File: src/core/cpm_pkg.sv
// Constants shared by the clock output power management block.
// Assumes a single 10 MHz system clock drives all logic.
package cpm_pkg;
  localparam int          CLK_PERIOD_NS   = 100;
  localparam int          WAKE_MAX_NS     = 1800000;
  // Strictly less than the limit, so one cycle is taken off
  localparam int          WAKE_CYCLES     = WAKE_MAX_NS / CLK_PERIOD_NS - 1;
  localparam int          PD_EDGE_COUNT   = 2;
  localparam int          STOP_EDGE_COUNT = 2;
  localparam logic [1:0]  DRV_NORMAL      = 2'h0;
  localparam logic [1:0]  DRV_X6          = 2'h1;
  localparam logic [1:0]  DRV_X2          = 2'h2;
  localparam logic [2:0]  PHASE_RESET     = 3'h0;
  localparam int          PHASE_CPU_BIT   = 0;
  localparam int          PHASE_66_BIT    = 1;
  localparam int          PHASE_PCI_BIT   = 2;

  typedef enum logic [2:0] {
    PD_RUN,
    PD_STOP_PCI_FREE_CLK_OUT,
    PD_STOP_B66,
    PD_STOP_REST,
    PD_PLL_OFF,
    PD_WAKE
  } cpm_pd_state_type;
endpackage

File: src/core/cpm_gate.sv
// Glitch-free stop cell for one output clock.
// Assumes src_i is a registered clock level on the same clk.
`timescale 1ns/100ps
`default_nettype none
module cpm_gate (
  input  wire logic clk_i,
  input  wire logic rst_b_i,
  input  wire logic ce_i,
  input  wire logic src_i,
  input  wire logic stop_i,
  output logic      out_o,
  output logic      stopped_o
);
  logic src_prev_reg;
  logic run_reg;
  logic fall;
  logic run_next;

  assign fall     = src_prev_reg & ~src_i;
  // Run state only moves at a falling edge: no runt high phase
  assign run_next = fall ? ~stop_i : run_reg;

  always_ff @(posedge clk_i) begin
    if (!rst_b_i) begin
      src_prev_reg <= 1'b0;
      run_reg      <= 1'b1;
      out_o        <= 1'b0;
    end else if (ce_i) begin
      src_prev_reg <= src_i;
      run_reg      <= run_next;
      out_o        <= src_i & run_next;
    end
  end

  assign stopped_o = ~run_reg;
endmodule
`default_nettype wire

File: src/core/cpm_top.sv
// Top of the clock output power management block.
// Assumes chipset pins are asynchronous; config bits come from clk logic.
`timescale 1ns/100ps
`default_nettype none
module cpm_top #(
  parameter int N_CPU       = 3,
  parameter int N_PCI       = 7,
  parameter int N_PCI_FREE_CLK_OUT      = 3,
  parameter int N_66        = 5,
  parameter int N_48        = 2,
  parameter int WAKE_CYCLES = cpm_pkg::WAKE_CYCLES
) (
  input  wire logic               clk_i,
  input  wire logic               rst_b_i,
  input  wire logic               ce_i,
  input  wire logic               power_down_n_i,
  input  wire logic               cpu_stop_n_i,
  input  wire logic               pci_stop_n_i,
  input  wire logic               tristate_sel_a_i,
  input  wire logic               tristate_sel_b_i,
  input  wire logic               pci_stop_bit_i,
  input  wire logic [N_CPU-1:0]   cpu_stoppable_i,
  input  wire logic [N_PCI_FREE_CLK_OUT-1:0]  pci_free_run_i,
  output logic [N_CPU-1:0]        cpu_clk_true_o,
  output logic [N_CPU-1:0]        cpu_clk_comp_o,
  output logic [N_CPU-1:0]        cpu_true_oe_o,
  output logic [N_CPU-1:0]        cpu_comp_oe_o,
  output logic [2*N_CPU-1:0]      cpu_drive_o,
  output logic [N_PCI-1:0]        pci_clk_o,
  output logic [N_PCI_FREE_CLK_OUT-1:0]       pci_free_clk_out_o,
  output logic                    buffered_66m_clk_o,
  output logic [N_66-1:0]         clk66_out_o,
  output logic [N_48-1:0]         clk48m_a_o,
  output logic                    pci_stop_bit_rd_o,
  output logic                    pll_enable_o
);
  localparam int NG = N_CPU + N_PCI + N_PCI_FREE_CLK_OUT + 1 + N_66 + N_48;

  cpm_pkg::cpm_pd_state_type pd_state_reg;
  logic [2:0]  sync1_reg;
  logic [2:0]  sync2_reg;
  logic [2:0]  sync3_reg;
  logic [2:0]  pin_reg;
  logic [2:0]  phase_reg;
  logic        cpu_prev_reg;
  logic [1:0]  pd_cnt_reg;
  logic [1:0]  stp_cnt_reg;
  logic        pd_seen_reg;
  logic        cpu_stop_act_reg;
  logic [31:0] wake_cnt_reg;
  logic        cpu_fall;
  logic        pci_stop_eff;
  logic [NG-1:0] src;
  logic [NG-1:0] stop;
  logic [NG-1:0] gate_out;
  logic [NG-1:0] gate_stopped;
  logic        rest_stop;
  logic        pd_lock;

  // Three-flop sampling of the asynchronous pins, order {pd, cpu, pci}
  always_ff @(posedge clk_i) begin
    if (!rst_b_i) begin
      sync1_reg <= 3'h7;
      sync2_reg <= 3'h7;
      sync3_reg <= 3'h7;
      pin_reg   <= 3'h7;
    end else if (ce_i) begin
      sync1_reg <= {power_down_n_i, cpu_stop_n_i, pci_stop_n_i};
      sync2_reg <= sync1_reg;
      sync3_reg <= sync2_reg;
      for (int i = 0; i < 3; i++) begin
        if (sync2_reg[i] == sync3_reg[i]) begin
          pin_reg[i] <= sync3_reg[i];
        end
      end
    end
  end

  // Stand-in for the PLL: phase counter held at PHASE_RESET while the PLL is off
  always_ff @(posedge clk_i) begin
    if (!rst_b_i) begin
      phase_reg    <= cpm_pkg::PHASE_RESET;
      cpu_prev_reg <= 1'b0;
    end else if (ce_i) begin
      if (pd_state_reg == cpm_pkg::PD_PLL_OFF) begin
        phase_reg <= cpm_pkg::PHASE_RESET;
      end else begin
        phase_reg <= phase_reg + 3'h1;
      end
      cpu_prev_reg <= phase_reg[cpm_pkg::PHASE_CPU_BIT];
    end
  end

  // True falls exactly when the complement rises
  assign cpu_fall = cpu_prev_reg & ~phase_reg[cpm_pkg::PHASE_CPU_BIT];

  // Power-down recognition and CPU stop edge qualification
  always_ff @(posedge clk_i) begin
    if (!rst_b_i) begin
      pd_cnt_reg       <= 2'h0;
      stp_cnt_reg      <= 2'h0;
      pd_seen_reg      <= 1'b0;
      cpu_stop_act_reg <= 1'b0;
    end else if (ce_i) begin
      if (pin_reg[2]) begin
        pd_cnt_reg  <= 2'h0;
        pd_seen_reg <= 1'b0;
      end else if (cpu_fall && !pd_seen_reg) begin
        if (pd_cnt_reg == 2'(cpm_pkg::PD_EDGE_COUNT - 1)) begin
          pd_seen_reg <= 1'b1;
        end
        pd_cnt_reg <= pd_cnt_reg + 2'h1;
      end
      if (pin_reg[1]) begin
        stp_cnt_reg      <= 2'h0;
        cpu_stop_act_reg <= 1'b0;
      end else if (cpu_fall && !cpu_stop_act_reg) begin
        if (stp_cnt_reg == 2'(cpm_pkg::STOP_EDGE_COUNT - 1)) begin
          cpu_stop_act_reg <= 1'b1;
        end
        stp_cnt_reg <= stp_cnt_reg + 2'h1;
      end
    end
  end

  // Power-down sequencer: each stage waits for the previous to settle
  always_ff @(posedge clk_i) begin
    if (!rst_b_i) begin
      pd_state_reg <= cpm_pkg::PD_RUN;
      wake_cnt_reg <= 32'h0;
    end else if (ce_i) begin
      case (pd_state_reg)
        cpm_pkg::PD_RUN: begin
          if (pd_seen_reg) begin
            pd_state_reg <= cpm_pkg::PD_STOP_PCI_FREE_CLK_OUT;
          end
        end
        cpm_pkg::PD_STOP_PCI_FREE_CLK_OUT: begin
          if (&gate_stopped[N_CPU+N_PCI +: N_PCI_FREE_CLK_OUT]) begin
            pd_state_reg <= cpm_pkg::PD_STOP_B66;
          end
        end
        cpm_pkg::PD_STOP_B66: begin
          if (gate_stopped[N_CPU+N_PCI+N_PCI_FREE_CLK_OUT]) begin
            pd_state_reg <= cpm_pkg::PD_STOP_REST;
          end
        end
        cpm_pkg::PD_STOP_REST: begin
          if (&gate_stopped) begin
            pd_state_reg <= cpm_pkg::PD_PLL_OFF;
          end
        end
        cpm_pkg::PD_PLL_OFF: begin
          wake_cnt_reg <= 32'h0;
          if (pin_reg[2]) begin
            pd_state_reg <= cpm_pkg::PD_WAKE;
          end
        end
        cpm_pkg::PD_WAKE: begin
          // Release well inside the limit; settle time is the budget less 7 cycles
          if (wake_cnt_reg >= 32'(WAKE_CYCLES - 8)) begin
            pd_state_reg <= cpm_pkg::PD_RUN;
          end
          wake_cnt_reg <= wake_cnt_reg + 32'h1;
        end
        default: begin
          pd_state_reg <= cpm_pkg::PD_RUN;
        end
      endcase
    end
  end

  assign pd_lock      = pd_state_reg != cpm_pkg::PD_RUN;
  assign rest_stop    = pd_lock && pd_state_reg != cpm_pkg::PD_STOP_PCI_FREE_CLK_OUT
                        && pd_state_reg != cpm_pkg::PD_STOP_B66;
  assign pci_stop_eff = ~(pin_reg[0] & pci_stop_bit_i);

  // Gate sources and stop requests, one slot per output clock
  always_comb begin
    src  = '0;
    stop = '0;
    for (int i = 0; i < N_CPU; i++) begin
      src[i]  = ~phase_reg[cpm_pkg::PHASE_CPU_BIT];
      stop[i] = (cpu_stop_act_reg & cpu_stoppable_i[i]) | rest_stop;
    end
    for (int i = 0; i < N_PCI; i++) begin
      src[N_CPU+i]  = phase_reg[cpm_pkg::PHASE_PCI_BIT];
      stop[N_CPU+i] = pci_stop_eff | rest_stop;
    end
    for (int i = 0; i < N_PCI_FREE_CLK_OUT; i++) begin
      src[N_CPU+N_PCI+i]  = phase_reg[cpm_pkg::PHASE_PCI_BIT];
      stop[N_CPU+N_PCI+i] = (pci_stop_eff & ~pci_free_run_i[i]) | pd_lock;
    end
    src[N_CPU+N_PCI+N_PCI_FREE_CLK_OUT]  = phase_reg[cpm_pkg::PHASE_66_BIT];
    stop[N_CPU+N_PCI+N_PCI_FREE_CLK_OUT] = pd_lock && pd_state_reg != cpm_pkg::PD_STOP_PCI_FREE_CLK_OUT;
    for (int i = N_CPU + N_PCI + N_PCI_FREE_CLK_OUT + 1; i < NG; i++) begin
      src[i]  = phase_reg[cpm_pkg::PHASE_66_BIT];
      stop[i] = rest_stop;
    end
  end

  // Restart only at a falling edge keeps every pulse full width
  for (genvar g = 0; g < NG; g++) begin : g_gate
    cpm_gate u_gate (
      .clk_i     (clk_i),
      .rst_b_i   (rst_b_i),
      .ce_i      (ce_i),
      .src_i     (src[g]),
      .stop_i    (stop[g]),
      .out_o     (gate_out[g]),
      .stopped_o (gate_stopped[g])
    );
  end

  // CPU pair levels, enables and drive strength
  always_ff @(posedge clk_i) begin
    if (!rst_b_i) begin
      cpu_clk_true_o <= '0;
      cpu_clk_comp_o <= '0;
      cpu_true_oe_o  <= '1;
      cpu_comp_oe_o  <= '1;
      cpu_drive_o    <= '0;
    end else if (ce_i) begin
      for (int i = 0; i < N_CPU; i++) begin
        cpu_clk_comp_o[i]    <= gate_out[i];
        cpu_clk_true_o[i]    <= ~gate_out[i];
        cpu_true_oe_o[i]     <= 1'b1;
        cpu_comp_oe_o[i]     <= 1'b1;
        cpu_drive_o[2*i +: 2] <= cpm_pkg::DRV_NORMAL;
        if (pd_lock && gate_stopped[i]) begin
          cpu_clk_comp_o[i] <= 1'b0;
          cpu_comp_oe_o[i]  <= 1'b0;
          if (tristate_sel_a_i | tristate_sel_b_i) begin
            cpu_true_oe_o[i] <= 1'b0;
          end else begin
            cpu_drive_o[2*i +: 2] <= cpm_pkg::DRV_X2;
          end
        end else if (cpu_stop_act_reg && gate_stopped[i]) begin
          if (tristate_sel_b_i) begin
            cpu_true_oe_o[i] <= 1'b0;
            cpu_comp_oe_o[i] <= 1'b0;
          end else begin
            cpu_drive_o[2*i +: 2] <= cpm_pkg::DRV_X6;
          end
        end
      end
    end
  end

  // Remaining clock outputs, read-back and PLL enable
  always_ff @(posedge clk_i) begin
    if (!rst_b_i) begin
      pci_clk_o          <= '0;
      pci_free_clk_out_o <= '0;
      buffered_66m_clk_o <= 1'b0;
      clk66_out_o        <= '0;
      clk48m_a_o         <= '0;
      pci_stop_bit_rd_o  <= 1'b1;
      pll_enable_o       <= 1'b1;
    end else if (ce_i) begin
      pci_clk_o          <= gate_out[N_CPU +: N_PCI];
      pci_free_clk_out_o <= gate_out[N_CPU+N_PCI +: N_PCI_FREE_CLK_OUT];
      buffered_66m_clk_o <= gate_out[N_CPU+N_PCI+N_PCI_FREE_CLK_OUT];
      clk66_out_o        <= gate_out[N_CPU+N_PCI+N_PCI_FREE_CLK_OUT+1 +: N_66];
      clk48m_a_o         <= gate_out[NG-N_48 +: N_48];
      pci_stop_bit_rd_o  <= pin_reg[0] & pci_stop_bit_i;
      pll_enable_o       <= pd_state_reg != cpm_pkg::PD_PLL_OFF;
    end
  end
endmodule
`default_nettype wire
File: config.mk
export PLATFORM = sky130hd
export DESIGN_NAME = cpm_top
export DESIGN_NICKNAME = d
export VERILOG_FILES = /design/src/core/cpm_pkg.sv /design/src/core/cpm_gate.sv /design/src/core/cpm_top.sv
export SDC_FILE = /design/constraint.sdc
export NUM_CORES = 1
export LEC_CHECK = 0
export ABC_AREA = 1
export BUFFER_PORTS_ARGS = -buffer_cell sky130_fd_sc_hd__buf_2
export CORE_MARGIN = 1
export CORE_UTILIZATION = 40
export CTS_CLUSTER_DIAMETER = 60
export DETAILED_ROUTE_END_ITERATION = 12
export PLACE_DENSITY_LB_ADDON = 0.08
export SLEW_MARGIN = 0
export SYNTH_ARGS = -nofsm -noshare
export SYNTH_HDL_FRONTEND = slang
export SYNTH_SLANG_ARGS = --single-unit
File: constraint.sdc
create_clock -name clk_i -period 1.5 [get_ports clk_i]
set_input_delay 0.225 -clock clk_i [delete_from_list [all_inputs] [get_ports clk_i]]
set_output_delay 0.225 -clock clk_i [all_outputs]
set_load 0.01 [all_outputs]
==> flow_summary.json, run 1 <==
{
  "status": "completed",
  "starting_density_of_the_core": 0.4123,
  "ys.warnings.count": 0,
  "ant_nets": 0,
  "groute.usage.overall": 0.1980,
  "postSynthCellCount": 850,
  "critical_path.top_delay_family": "simple AND/OR/NAND/NOR gates",
  "hold_ws_ns": 0.01658,
  "timing.max_cap.violations": 0,
  "dp.cells": 1102,
  "synth_edf_count": 0,
  "setup_total_negative_slack_ns": 0,
  "worstReg2RegStart": "wake_cnt_reg[1]$_SDFFE_PN0P_",
  "critPathCaptureType": "flip-flop",
  "first_pass_iters": 7,
  "path_clk_slew_ns": 0.06,
  "ctsHtreeMaxLevel": 4,
  "clock-sinks": 140,
  "p_total_mw": 9.868,
  "vias": 5682,
  "floorplan.die.width_microns": 124.6,
  "ir_worst_vdd_mv": 0.9357,
  "synth_sequential_area_ratio": 0.4660,
  "top_level_ports": 53,
  "postSynthNetCount": 869,
  "setup_slack_ns": 0.04037,
  "kind_of_critical_path": "reg -> reg",
  "area_growth_syn_to_layout_pct": 26.19,
  "clock-root-buffer": "sky130_fd_sc_hd__clkbuf_16",
  "reg2regPathDepth": 10,
  "total_of_buffers_placed_on_input_and_output_ports": 52,
  "number_of_antenna_violations_at_the_first_check_in_global_routing": 0,
  "routed_via_density": 4.984,
  "drt_iter0_drc": 343,
  "slew_violations": 0,
  "power.share.switching": 0.2776,
  "final.fill_count": 1448,
  "placed_cell_area_sq_um": 6733,
  "p_clk_frac": 0.432,
  "final.setup_skew_ns": 0.009147,
  "clock_latency_ns": 0.42,
  "synth_seq_cells": 140,
  "timing.critical_path.fanout_max": 5,
  "final_cells": 1140,
  "post-route-period-util": 0.9731,
  "drc": 0,
  "ff_to_ff_setup_slack_ns": 0.04,
  "final_nets": 962,
  "maximum_operating_frequency_mhz": 685.1,
  "p_int_mw": 7.129,
  "critical_path.slowest_cell": "sky130_fd_sc_hd__dfxtp_2",
  "tritoncts": "built",
  "worstHoldPathCells": 3,
  "finalSetupViolCount": 0,
  "routed_wire_length_per_instance_microns": 13.06,
  "hold_endpoint": "sync1_reg[2]$_SDFFE_PN1P_",
  "worstMarginPinSlew_ns": 0.4334,
  "critical_path_required_ns": 1.81,
  "layout.cells.most_common_list": "sky130_fd_sc_hd__nand2_1, sky130_fd_sc_hd__dfxtp_1, sky130_fd_sc_hd__nor2_1",
  "netSwitchingPower_mw": 2.739,
  "cts_stage_hold_buffer_count": 0,
  "number_of_global_route_vias_before_repair": 5557,
  "postSynth.asyncResetShare": 0,
  "grt-ovfl-total": 0,
  "power.density_nw_per_um2": 1300,
  "cp_slowest_stage_delay_ns": 0.33,
  "post-route-cell-area_sq_um": 7590,
  "dp_worst_setup_slack_ns": -0.06960,
  "timing_hold_violations_final": 0,
  "combinationalPowerShare": 0.156,
  "finalWeightedCongestion": 0.8273,
  "detail_route.wirelength_microns": 14880,
  "critical_path_buf_inv_count": 0,
  "std_cell_rows": 44,
  "finish.utilization": 0.5202,
  "setup_repair_after_global_routing_missed_its_margin": "yes",
  "power_frac_seq": 0.412,
  "design.die.area_sq_um": 15530,
  "postSynthAreaPerCell_sq_um": 7.076,
  "r2r_end": "wake_cnt_reg[20]$_SDFFE_PN0P_",
  "grt_first_pass_wirelength_microns": 25090,
  "cp.arrival_ns": 1.77,
  "drive_above_1_share": 0.2249,
  "hold_path_class": "in -> reg",
  "antennaDiodeCount": 0,
  "clk_path_buf_depth": 2,
  "synth_area_sq_um": 6015,
  "grt_start_max_net_pins": 46,
  "largest_register_ffs": 32,
  "path_cells": "ha_2 -> nand2_2 -> nor2_2 -> nand2_2 -> nor2_4 -> nand3_4 -> nor2_4 -> nand3_2 -> nand2_1 -> nor2_1",
  "numCtsBuffers": 17,
  "fin_crit_ns": 1.460,
  "max-slew-margin-rel": 0.7111,
  "critPathLaunchType": "flip-flop",
  "hp-start": "power_down_n_i",
  "core_area_sq_um": 14590,
  "die-height_microns": 124.6,
  "layout_commonest_cell": "sky130_fd_sc_hd__nand2_1",
  "leakage_nw": 3.305,
  "ys_dominant_reg_cell": "sky130_fd_sc_hd__dfxtp_1",
  "hpwlAfterDp_microns": 10500,
  "synthDistinctLibCells": 36
}
-- cells by family after synthesis --
| kind of cell | after synthesis | synth area share |
|---|---|---|
| AO/OA/AOI/OAI | 143 | 0.1292 |
| XOR/XNOR | 2 | 0.002913 |
| adder cells (fa/ha/maj) | 4 | 0.008322 |
| flip-flops | 140 | 0.4660 |
| buffers and inverters | 108 | 0.07239 |
| AND/OR/NAND/NOR | 453 | 0.3212 |
-- final cells by class --
| class | instances | area [sq um] | share of cell area |
|---|---|---|---|
| tap | 184 | 230.2 | 0.03033 |
| timing repair buffer | 104 | 675.6 | 0.08902 |
| multi-input combinational | 602 | 2972 | 0.3915 |
| inverter | 78 | 297.8 | 0.03924 |
| sequential | 140 | 2814 | 0.3708 |
| clock inverter | 12 | 163.9 | 0.02160 |
| clock buffer | 20 | 436.7 | 0.05753 |
-- worst min-delay path: stages --
cell	delay, ns
sky130_fd_sc_hd__buf_2	0.07
sky130_fd_sc_hd__nand2_1	0.04
sky130_fd_sc_hd__nand3_1	0.06
-- layer usage --
layer  global-route usage  up-vias  share of wire
met5                    0        -              0
met4              0.07158        0          0.012
met3              0.05026       15          0.025
met2               0.3396       74           0.49
met1               0.2379     2650           0.47
li1                     -     2943              -
-- Yosys cell counts (2+ instances only) --
| library cell | instances | share of area |
|---|---|---|
| sky130_fd_sc_hd__nor2_1 | 138 | 0.086 |
| sky130_fd_sc_hd__nor2_4 | 4 | 0.0075 |
| sky130_fd_sc_hd__nand4_1 | 7 | 0.0073 |
| sky130_fd_sc_hd__nor2_2 | 4 | 0.0042 |
| sky130_fd_sc_hd__nor3_1 | 13 | 0.011 |
| sky130_fd_sc_hd__inv_1 | 71 | 0.044 |
| sky130_fd_sc_hd__nand2_1 | 205 | 0.13 |
| sky130_fd_sc_hd__inv_2 | 6 | 0.0037 |
| sky130_fd_sc_hd__or2_2 | 2 | 0.0021 |
| sky130_fd_sc_hd__buf_1 | 2 | 0.0012 |
| sky130_fd_sc_hd__a21oi_1 | 68 | 0.057 |
| sky130_fd_sc_hd__buf_2 | 9 | 0.0075 |
| sky130_fd_sc_hd__ha_1 | 4 | 0.0083 |
| sky130_fd_sc_hd__a31oi_1 | 3 | 0.0031 |
| sky130_fd_sc_hd__o21ai_0 | 53 | 0.044 |
| sky130_fd_sc_hd__o211ai_1 | 8 | 0.010 |
| sky130_fd_sc_hd__nand2_2 | 3 | 0.0031 |
| sky130_fd_sc_hd__o21a_1 | 7 | 0.0087 |
| sky130_fd_sc_hd__xor2_1 | 2 | 0.0029 |
| sky130_fd_sc_hd__and3_1 | 2 | 0.0021 |
| sky130_fd_sc_hd__dfxtp_1 | 140 | 0.47 |
| sky130_fd_sc_hd__clkbuf_1 | 16 | 0.010 |
| sky130_fd_sc_hd__buf_6 | 2 | 0.0037 |
| sky130_fd_sc_hd__nor3_2 | 5 | 0.0083 |
| sky130_fd_sc_hd__nand3_1 | 65 | 0.054 |
-- power groups by stage --
stage / clock network (mW) / registers (mW) / logic [mW]
global placement: 0 / 4.12 / 1.43
detailed placement: 0 / 4.12 / 1.44
finish: 4.26 / 4.07 / 1.54
global route: 4.52 / 4.09 / 1.73
floorplan: 0 / 4.11 / 0.914
CTS: 4.35 / 4.05 / 1.45
-- worst max-delay path by stage --
stage | start | end | slack [ns] | cells past startpoint
after floorplan | wake_cnt_reg[0]$_SDFFE_PN0P_ | wake_cnt_reg[16]$_SDFFE_PN0P_ | 0.09 | 9
after detailed placement | pd_state_reg[2]$_SDFFE_PN0P_ | pd_state_reg[1]$_SDFFE_PN0P_ | -0.07 | 10
final | wake_cnt_reg[1]$_SDFFE_PN0P_ | wake_cnt_reg[20]$_SDFFE_PN0P_ | 0.04 | 10
after CTS | wake_cnt_reg[0]$_SDFFE_PN0P_ | wake_cnt_reg[20]$_SDFFE_PN0P_ | -0.004 | 10
after global routing | wake_cnt_reg[12]$_SDFFE_PN0P_ | wake_cnt_reg[30]$_SDFFE_PN0P_ | -0.05 | 8
after global placement | pd_state_reg[2]$_SDFFE_PN0P_ | pd_state_reg[1]$_SDFFE_PN0P_ | -0.07 | 10
-- timing repair --
| action | in CTS | in global routing |
|---|---|---|
| setup endpoints to repair | 16 | 38 |
| pin swaps | 0 | 10 |
| gates resized for setup | 9 | 58 |
| setup buffers | 0 | 6 |
| cloned | 0 | 0 |
(Power assumes the default switching activity.)
==> run 2: changes to the inputs <==
GPL_TIMING_DRIVEN = 1   (was unset)
SETUP_SLACK_MARGIN = 0.2   (was unset)
==> run 2 against run 1 <==
Compared with the run above: non-clock buffer count increased by 8; clock skew decreased by 0.00058 ns; sequential power about the same; global-route usage increased by 0.81 points; first-iteration DRC count decreased by 8.7%; design area increased by 5.4%; via count increased by 1.3%; largest cell class unchanged.
==> flow_summary.json, run 2 (synthesis gave the netlist of run 1 again) <==
{
  "first_pass_iters": 5,
  "routed_wire_length_per_instance_microns": 13.48,
  "finish.utilization": 0.5482,
  "area_growth_syn_to_layout_pct": 32.97,
  "finalWeightedCongestion": 0.8434,
  "hpwlAfterDp_microns": 10730,
  "vias": 5755,
  "setup_slack_ns": 0.02579,
  "hold_ws_ns": 0.02230,
  "clock-root-buffer": "sky130_fd_sc_hd__clkbuf_16",
  "grt_first_pass_wirelength_microns": 25890,
  "reg2regPathDepth": 12,
  "design.die.area_sq_um": 15530,
  "critPathCaptureType": "flip-flop",
  "grt.busiest_layer": "met2",
  "core_area_sq_um": 14590,
  "largest_register_ffs": 32,
  "drc": 0,
  "layout.cells.most_common_list": "sky130_fd_sc_hd__nand2_1, sky130_fd_sc_hd__dfxtp_1, sky130_fd_sc_hd__nor2_1",
  "endpoint": "pd_state_reg[0]$_SDFFE_PN0P_",
  "std_cell_rows": 44,
  "worstReg2RegStart": "wake_cnt_reg[1]$_SDFFE_PN0P_",
  "status": "completed",
  "critical_path_required_ns": 1.81,
  "ir_worst_vdd_mv": 0.9856,
  "maximum_operating_frequency_mhz": 678.3,
  "fin_crit_ns": 1.474,
  "timing.critical_path.fanout_max": 3,
  "timing.max_cap.violations": 0,
  "ctsHtreeMaxLevel": 4,
  "ant_nets": 0,
  "finalSetupViolCount": 0,
  "post-route-period-util": 0.9828,
  "path_clk_slew_ns": 0.06,
  "leakage_nw": 3.440,
  "kind_of_critical_path": "reg -> reg",
  "drive_above_1_share": 0.2884,
  "p_total_mw": 10.18,
  "final_nets": 970,
  "cp.arrival_ns": 1.79,
  "clk_path_buf_depth": 2,
  "setup_repair_after_global_routing_missed_its_margin": "yes",
  "hold_path_class": "in -> reg",
  "starting_density_of_the_core": 0.4123,
  "grt_util_met2": 0.3507,
  "final.setup_skew_ns": 0.008562,
  "number_of_global_route_vias_before_repair": 5582,
  "groute.usage.overall": 0.2061,
  "detail_route.wirelength_microns": 15470,
  "timing_hold_violations_final": 0,
  "layout_commonest_cell": "sky130_fd_sc_hd__nand2_1",
  "setup.worst_path.start": "wake_cnt_reg[1]$_SDFFE_PN0P_",
  "ff_to_ff_setup_slack_ns": 0.03,
  "tritoncts": "built",
  "die-height_microns": 124.6,
  "dp_worst_setup_slack_ns": -0.08573,
  "critPathLaunchType": "flip-flop",
  "grt-ovfl-total": 0,
  "floorplan.die.width_microns": 124.6,
  "number_of_antenna_violations_at_the_first_check_in_global_routing": 0,
  "drt_iter0_drc": 313,
  "use_met3": 0.04424,
  "global_route.usage.met1": 0.2541,
  "power.density_nw_per_um2": 1273,
  "total_of_buffers_placed_on_input_and_output_ports": 52,
  "slew_violations": 0,
  "grt_start_max_net_pins": 46,
  "clock-sinks": 140,
  "antennaDiodeCount": 0,
  "r2r_end": "pd_state_reg[0]$_SDFFE_PN0P_",
  "clock_latency_ns": 0.42,
  "max-slew-margin-rel": 0.7091,
  "numCtsBuffers": 17,
  "top_level_ports": 53,
  "routed_via_density": 5.013,
  "worstMarginPinSlew_ns": 0.4364
}
==> run 2: repair_timing <==
action                                 4_1_cts  5_1_grt
gates resized for setup                     76       85
setup endpoints to repair                   56       65
buffers inserted                            10        6
pin swaps                                   25       30
cloned                                       0        0
hold buffers                                 1        0
endpoints found under the hold margin        1        0
==> run 2: layout make-up <==
cell class                      count  area (sq um)
Sequential cell                   140          2841
Fill cell                        1405          6591
Multi-Input combinational cell    602          3252
Clock inverter                     13         132.6
Tap cell                          184         230.2
Inverter                           78         307.8
Timing Repair Buffer              112         790.8
Clock buffer                       19         442.9
==> run 2: worst max-delay path, cell delays in order (launching register included) <==
cell	delay, ns
sky130_fd_sc_hd__dfxtp_4	0.36
sky130_fd_sc_hd__ha_4	0.17
sky130_fd_sc_hd__nand2_4	0.07
sky130_fd_sc_hd__buf_6	0.10
sky130_fd_sc_hd__nand3_2	0.07
sky130_fd_sc_hd__nand2_1	0.07
sky130_fd_sc_hd__nand2_1	0.06
sky130_fd_sc_hd__nand2_2	0.10
sky130_fd_sc_hd__inv_2	0.05
sky130_fd_sc_hd__nor2_4	0.13
sky130_fd_sc_hd__nor2_4	0.05
sky130_fd_sc_hd__nor2_1	0.09
sky130_fd_sc_hd__nor2_1	0.04
==> run 2: through the flow <==
step                      area, sq um  cells  setup TNS (ns)
after global routing             7998   1148         -0.4540
after global placement           6773   1099        -0.08002
final                            7998   1148               0
after CTS                        7682   1142               0
after floorplan                  6040    850               0
after detailed placement         6773   1099         -0.2281
==> run 2: routing by layer <==
layer  routed length, microns  vias up  part of all wire
met5                        0        -                 0
met4                      296        0             0.019
met3                      431       23             0.028
met2                     7699       91              0.50
met1                     7045     2682              0.46
li1                         -     2959                 -
==> run 2: where the power goes <==
part	leakage, nW	internal (mW)	switching (mW)
Combinational	2.01	0.855	1.16
Sequential	1.15	3.91	0.171
Clock	0.275	2.37	1.72
Total	3.44	7.13	3.05
==> run 2: worst min path at each step <==
stage	startpoint	to	slack, ns	depth (start not counted)
after global placement	cpu_comp_oe_o[0]$_SDFFE_PN1P_	cpu_comp_oe_o[0]$_SDFFE_PN1P_	0.44	2
after detailed placement	cpu_comp_oe_o[0]$_SDFFE_PN1P_	cpu_comp_oe_o[0]$_SDFFE_PN1P_	0.44	2
after CTS	cpu_stop_n_i	sync1_reg[1]$_SDFFE_PN1P_	0.01	3
after floorplan	pci_stop_n_i	sync1_reg[0]$_SDFFE_PN1P_	0.35	2
final	cpu_stop_n_i	sync1_reg[1]$_SDFFE_PN1P_	0.02	3
after global routing	cpu_stop_n_i	sync1_reg[1]$_SDFFE_PN1P_	0.03	3
==> run 3: changes to the inputs <==
PLACE_DENSITY_LB_ADDON = unset   (was 0.08)
==> run 3 against run 2 <==
Compared with the run above: wire length down 2.5%; clock power is 5% higher; critical path depth shrank 4; fmax up 0.67%; register-to-register slack barely moved; clock skew about the same; design area is 0.70% higher; non-clock buffer count is 15 higher; combinational power decreased by 5%; first-iteration DRC count down 15%; sequential share of layout area down 0.37 points; largest cell class unchanged.
==> flow_summary.json, run 3 (synthesis gave the netlist of run 1 again) <==
{
  "cp_slowest_stage_delay_ns": 0.37,
  "drt_iter0_drc": 267,
  "setup_repair_after_global_routing_missed_its_margin": "yes",
  "critical_path_required_ns": 1.81,
  "die-height_microns": 124.6,
  "path_cells": "inv_4 -> nand3_4 -> buf_6 -> buf_4 -> nor3_4 -> nand3_2 -> o21ai_2 -> a21oi_2",
  "detail_route.wirelength_microns": 15090,
  "p_total_mw": 10.29,
  "clock-root-buffer": "sky130_fd_sc_hd__clkbuf_16",
  "core_area_sq_um": 14590,
  "dp.cells": 1106,
  "final_cells": 1163,
  "reg2regPathDepth": 8,
  "power.density_nw_per_um2": 1277,
  "setup_slack_ns": 0.03563,
  "groute.usage.overall": 0.1967,
  "post-route-period-util": 0.9762,
  "grt_start_max_net_pins": 39,
  "hold_path_class": "in -> reg",
  "first_pass_iters": 5,
  "critPathCaptureType": "flip-flop",
  "largest_register_ffs": 32,
  "worstHoldPathCells": 3,
  "final.setup_skew_ns": 0.008286,
  "dp_worst_setup_slack_ns": 0.01105,
  "timing.max_cap.violations": 0,
  "floorplan.die.width_microns": 124.6,
  "fin_crit_ns": 1.464,
  "vias": 5745,
  "design.die.area_sq_um": 15530,
  "clk_path_buf_depth": 2,
  "ir_worst_vdd_mv": 0.8914,
  "setup_total_negative_slack_ns": 0,
  "tritoncts": "built",
  "path_clk_slew_ns": 0.06,
  "final.fill_count": 1365,
  "leakage_nw": 3.546,
  "area_growth_syn_to_layout_pct": 33.91,
  "slew_violations": 0,
  "number_of_global_route_vias_before_repair": 5305,
  "std_cell_rows": 44,
  "ant_nets": 0,
  "finalWeightedCongestion": 0.8311,
  "finalSetupViolCount": 0,
  "kind_of_critical_path": "reg -> reg",
  "hpwlAfterDp_microns": 10080,
  "drive_above_1_share": 0.2799,
  "total_of_buffers_placed_on_input_and_output_ports": 52,
  "timing.critical_path.fanout_max": 6,
  "maximum_operating_frequency_mhz": 682.9,
  "top_level_ports": 53,
  "grt_first_pass_wirelength_microns": 24780,
  "cp.arrival_ns": 1.77,
  "critical_path.slowest_cell": "sky130_fd_sc_hd__dfxtp_4",
  "number_of_antenna_violations_at_the_first_check_in_global_routing": 0,
  "clock_latency_ns": 0.42,
  "critPathLaunchType": "flip-flop",
  "layout.cells.most_common_list": "sky130_fd_sc_hd__nand2_1, sky130_fd_sc_hd__dfxtp_1, sky130_fd_sc_hd__nor2_1",
  "numCtsBuffers": 17,
  "antennaDiodeCount": 0,
  "clock-sinks": 140,
  "routed_wire_length_per_instance_microns": 12.97,
  "ctsHtreeMaxLevel": 4,
  "starting_density_of_the_core": 0.4123,
  "timing_hold_violations_final": 0,
  "final_nets": 985,
  "layout_commonest_cell": "sky130_fd_sc_hd__nand2_1",
  "routed_via_density": 4.940,
  "status": "completed",
  "drc": 0,
  "placed_cell_area_sq_um": 6800,
  "max-slew-margin-rel": 0.7609,
  "post-route-cell-area_sq_um": 8054,
  "finish.utilization": 0.5521,
  "worstMarginPinSlew_ns": 0.3586,
  "hold_ws_ns": 0.007634,
  "grt-ovfl-total": 0
}
-- run 3: power breakdown --
group	total, mW	internal, mW	leakage [nW]	switching (mW)
Clock	4.27	2.54	0.293	1.73
Sequential	4.11	3.92	1.15	0.189
Combinational	1.91	0.833	2.10	1.08
-- run 3: final timing paths --
| check | startpoint | endpoint | slack [ns] |
|---|---|---|---|
| max | pd_state_reg[1]$_SDFFE_PN0P_ | wake_cnt_reg[23]$_SDFFE_PN0P_ | 0.04 |
| min | power_down_n_i | sync1_reg[2]$_SDFFE_PN1P_ | 0.008 |
| max reg2reg | pd_state_reg[1]$_SDFFE_PN0P_ | wake_cnt_reg[23]$_SDFFE_PN0P_ | 0.04 |
| min reg2reg | cpu_comp_oe_o[2]$_SDFFE_PN1P_ | cpu_comp_oe_o[2]$_SDFFE_PN1P_ | 0.45 |
-- run 3: critical path, delay by kind of cell, from the launching register on --
kind                   cells  cell delay, ns
buffers and inverters      3            0.39
AOI/OAI and AO/OA          2            0.19
DFF                        1            0.37
and+or+nand+nor            3            0.41
-- run 3: area by class of cell --
cell class | instances | area [sq um] | share of cell area
tap | 184 | 230.2 | 0.02858
sequential | 140 | 2831 | 0.3516
clock inverter | 13 | 156.4 | 0.01942
inverter | 78 | 305.3 | 0.03791
clock buffer | 19 | 442.9 | 0.05499
multi-input combinational | 602 | 3177 | 0.3944
timing repair buffer | 127 | 910.9 | 0.1131
-- run 3: what timing repair did --
| item | 4_1_cts | 5_1_grt |
|---|---|---|
| cloned | 0 | 1 |
| gates resized for setup | 52 | 83 |
| buffers inserted | 4 | 19 |
| hold buffers | 1 | 0 |
| pin swaps | 15 | 34 |
| endpoints found under the setup margin | 57 | 51 |
| endpoints found under the hold margin | 1 | 0 |
-- run 3: metal layers --
layer,vias up,GRT usage,share of wire
met4,0,0.06662,0.011
li1,2994,-,-
met3,16,0.04639,0.032
met2,86,0.3263,0.50
met5,-,0,0
met1,2649,0.2496,0.46
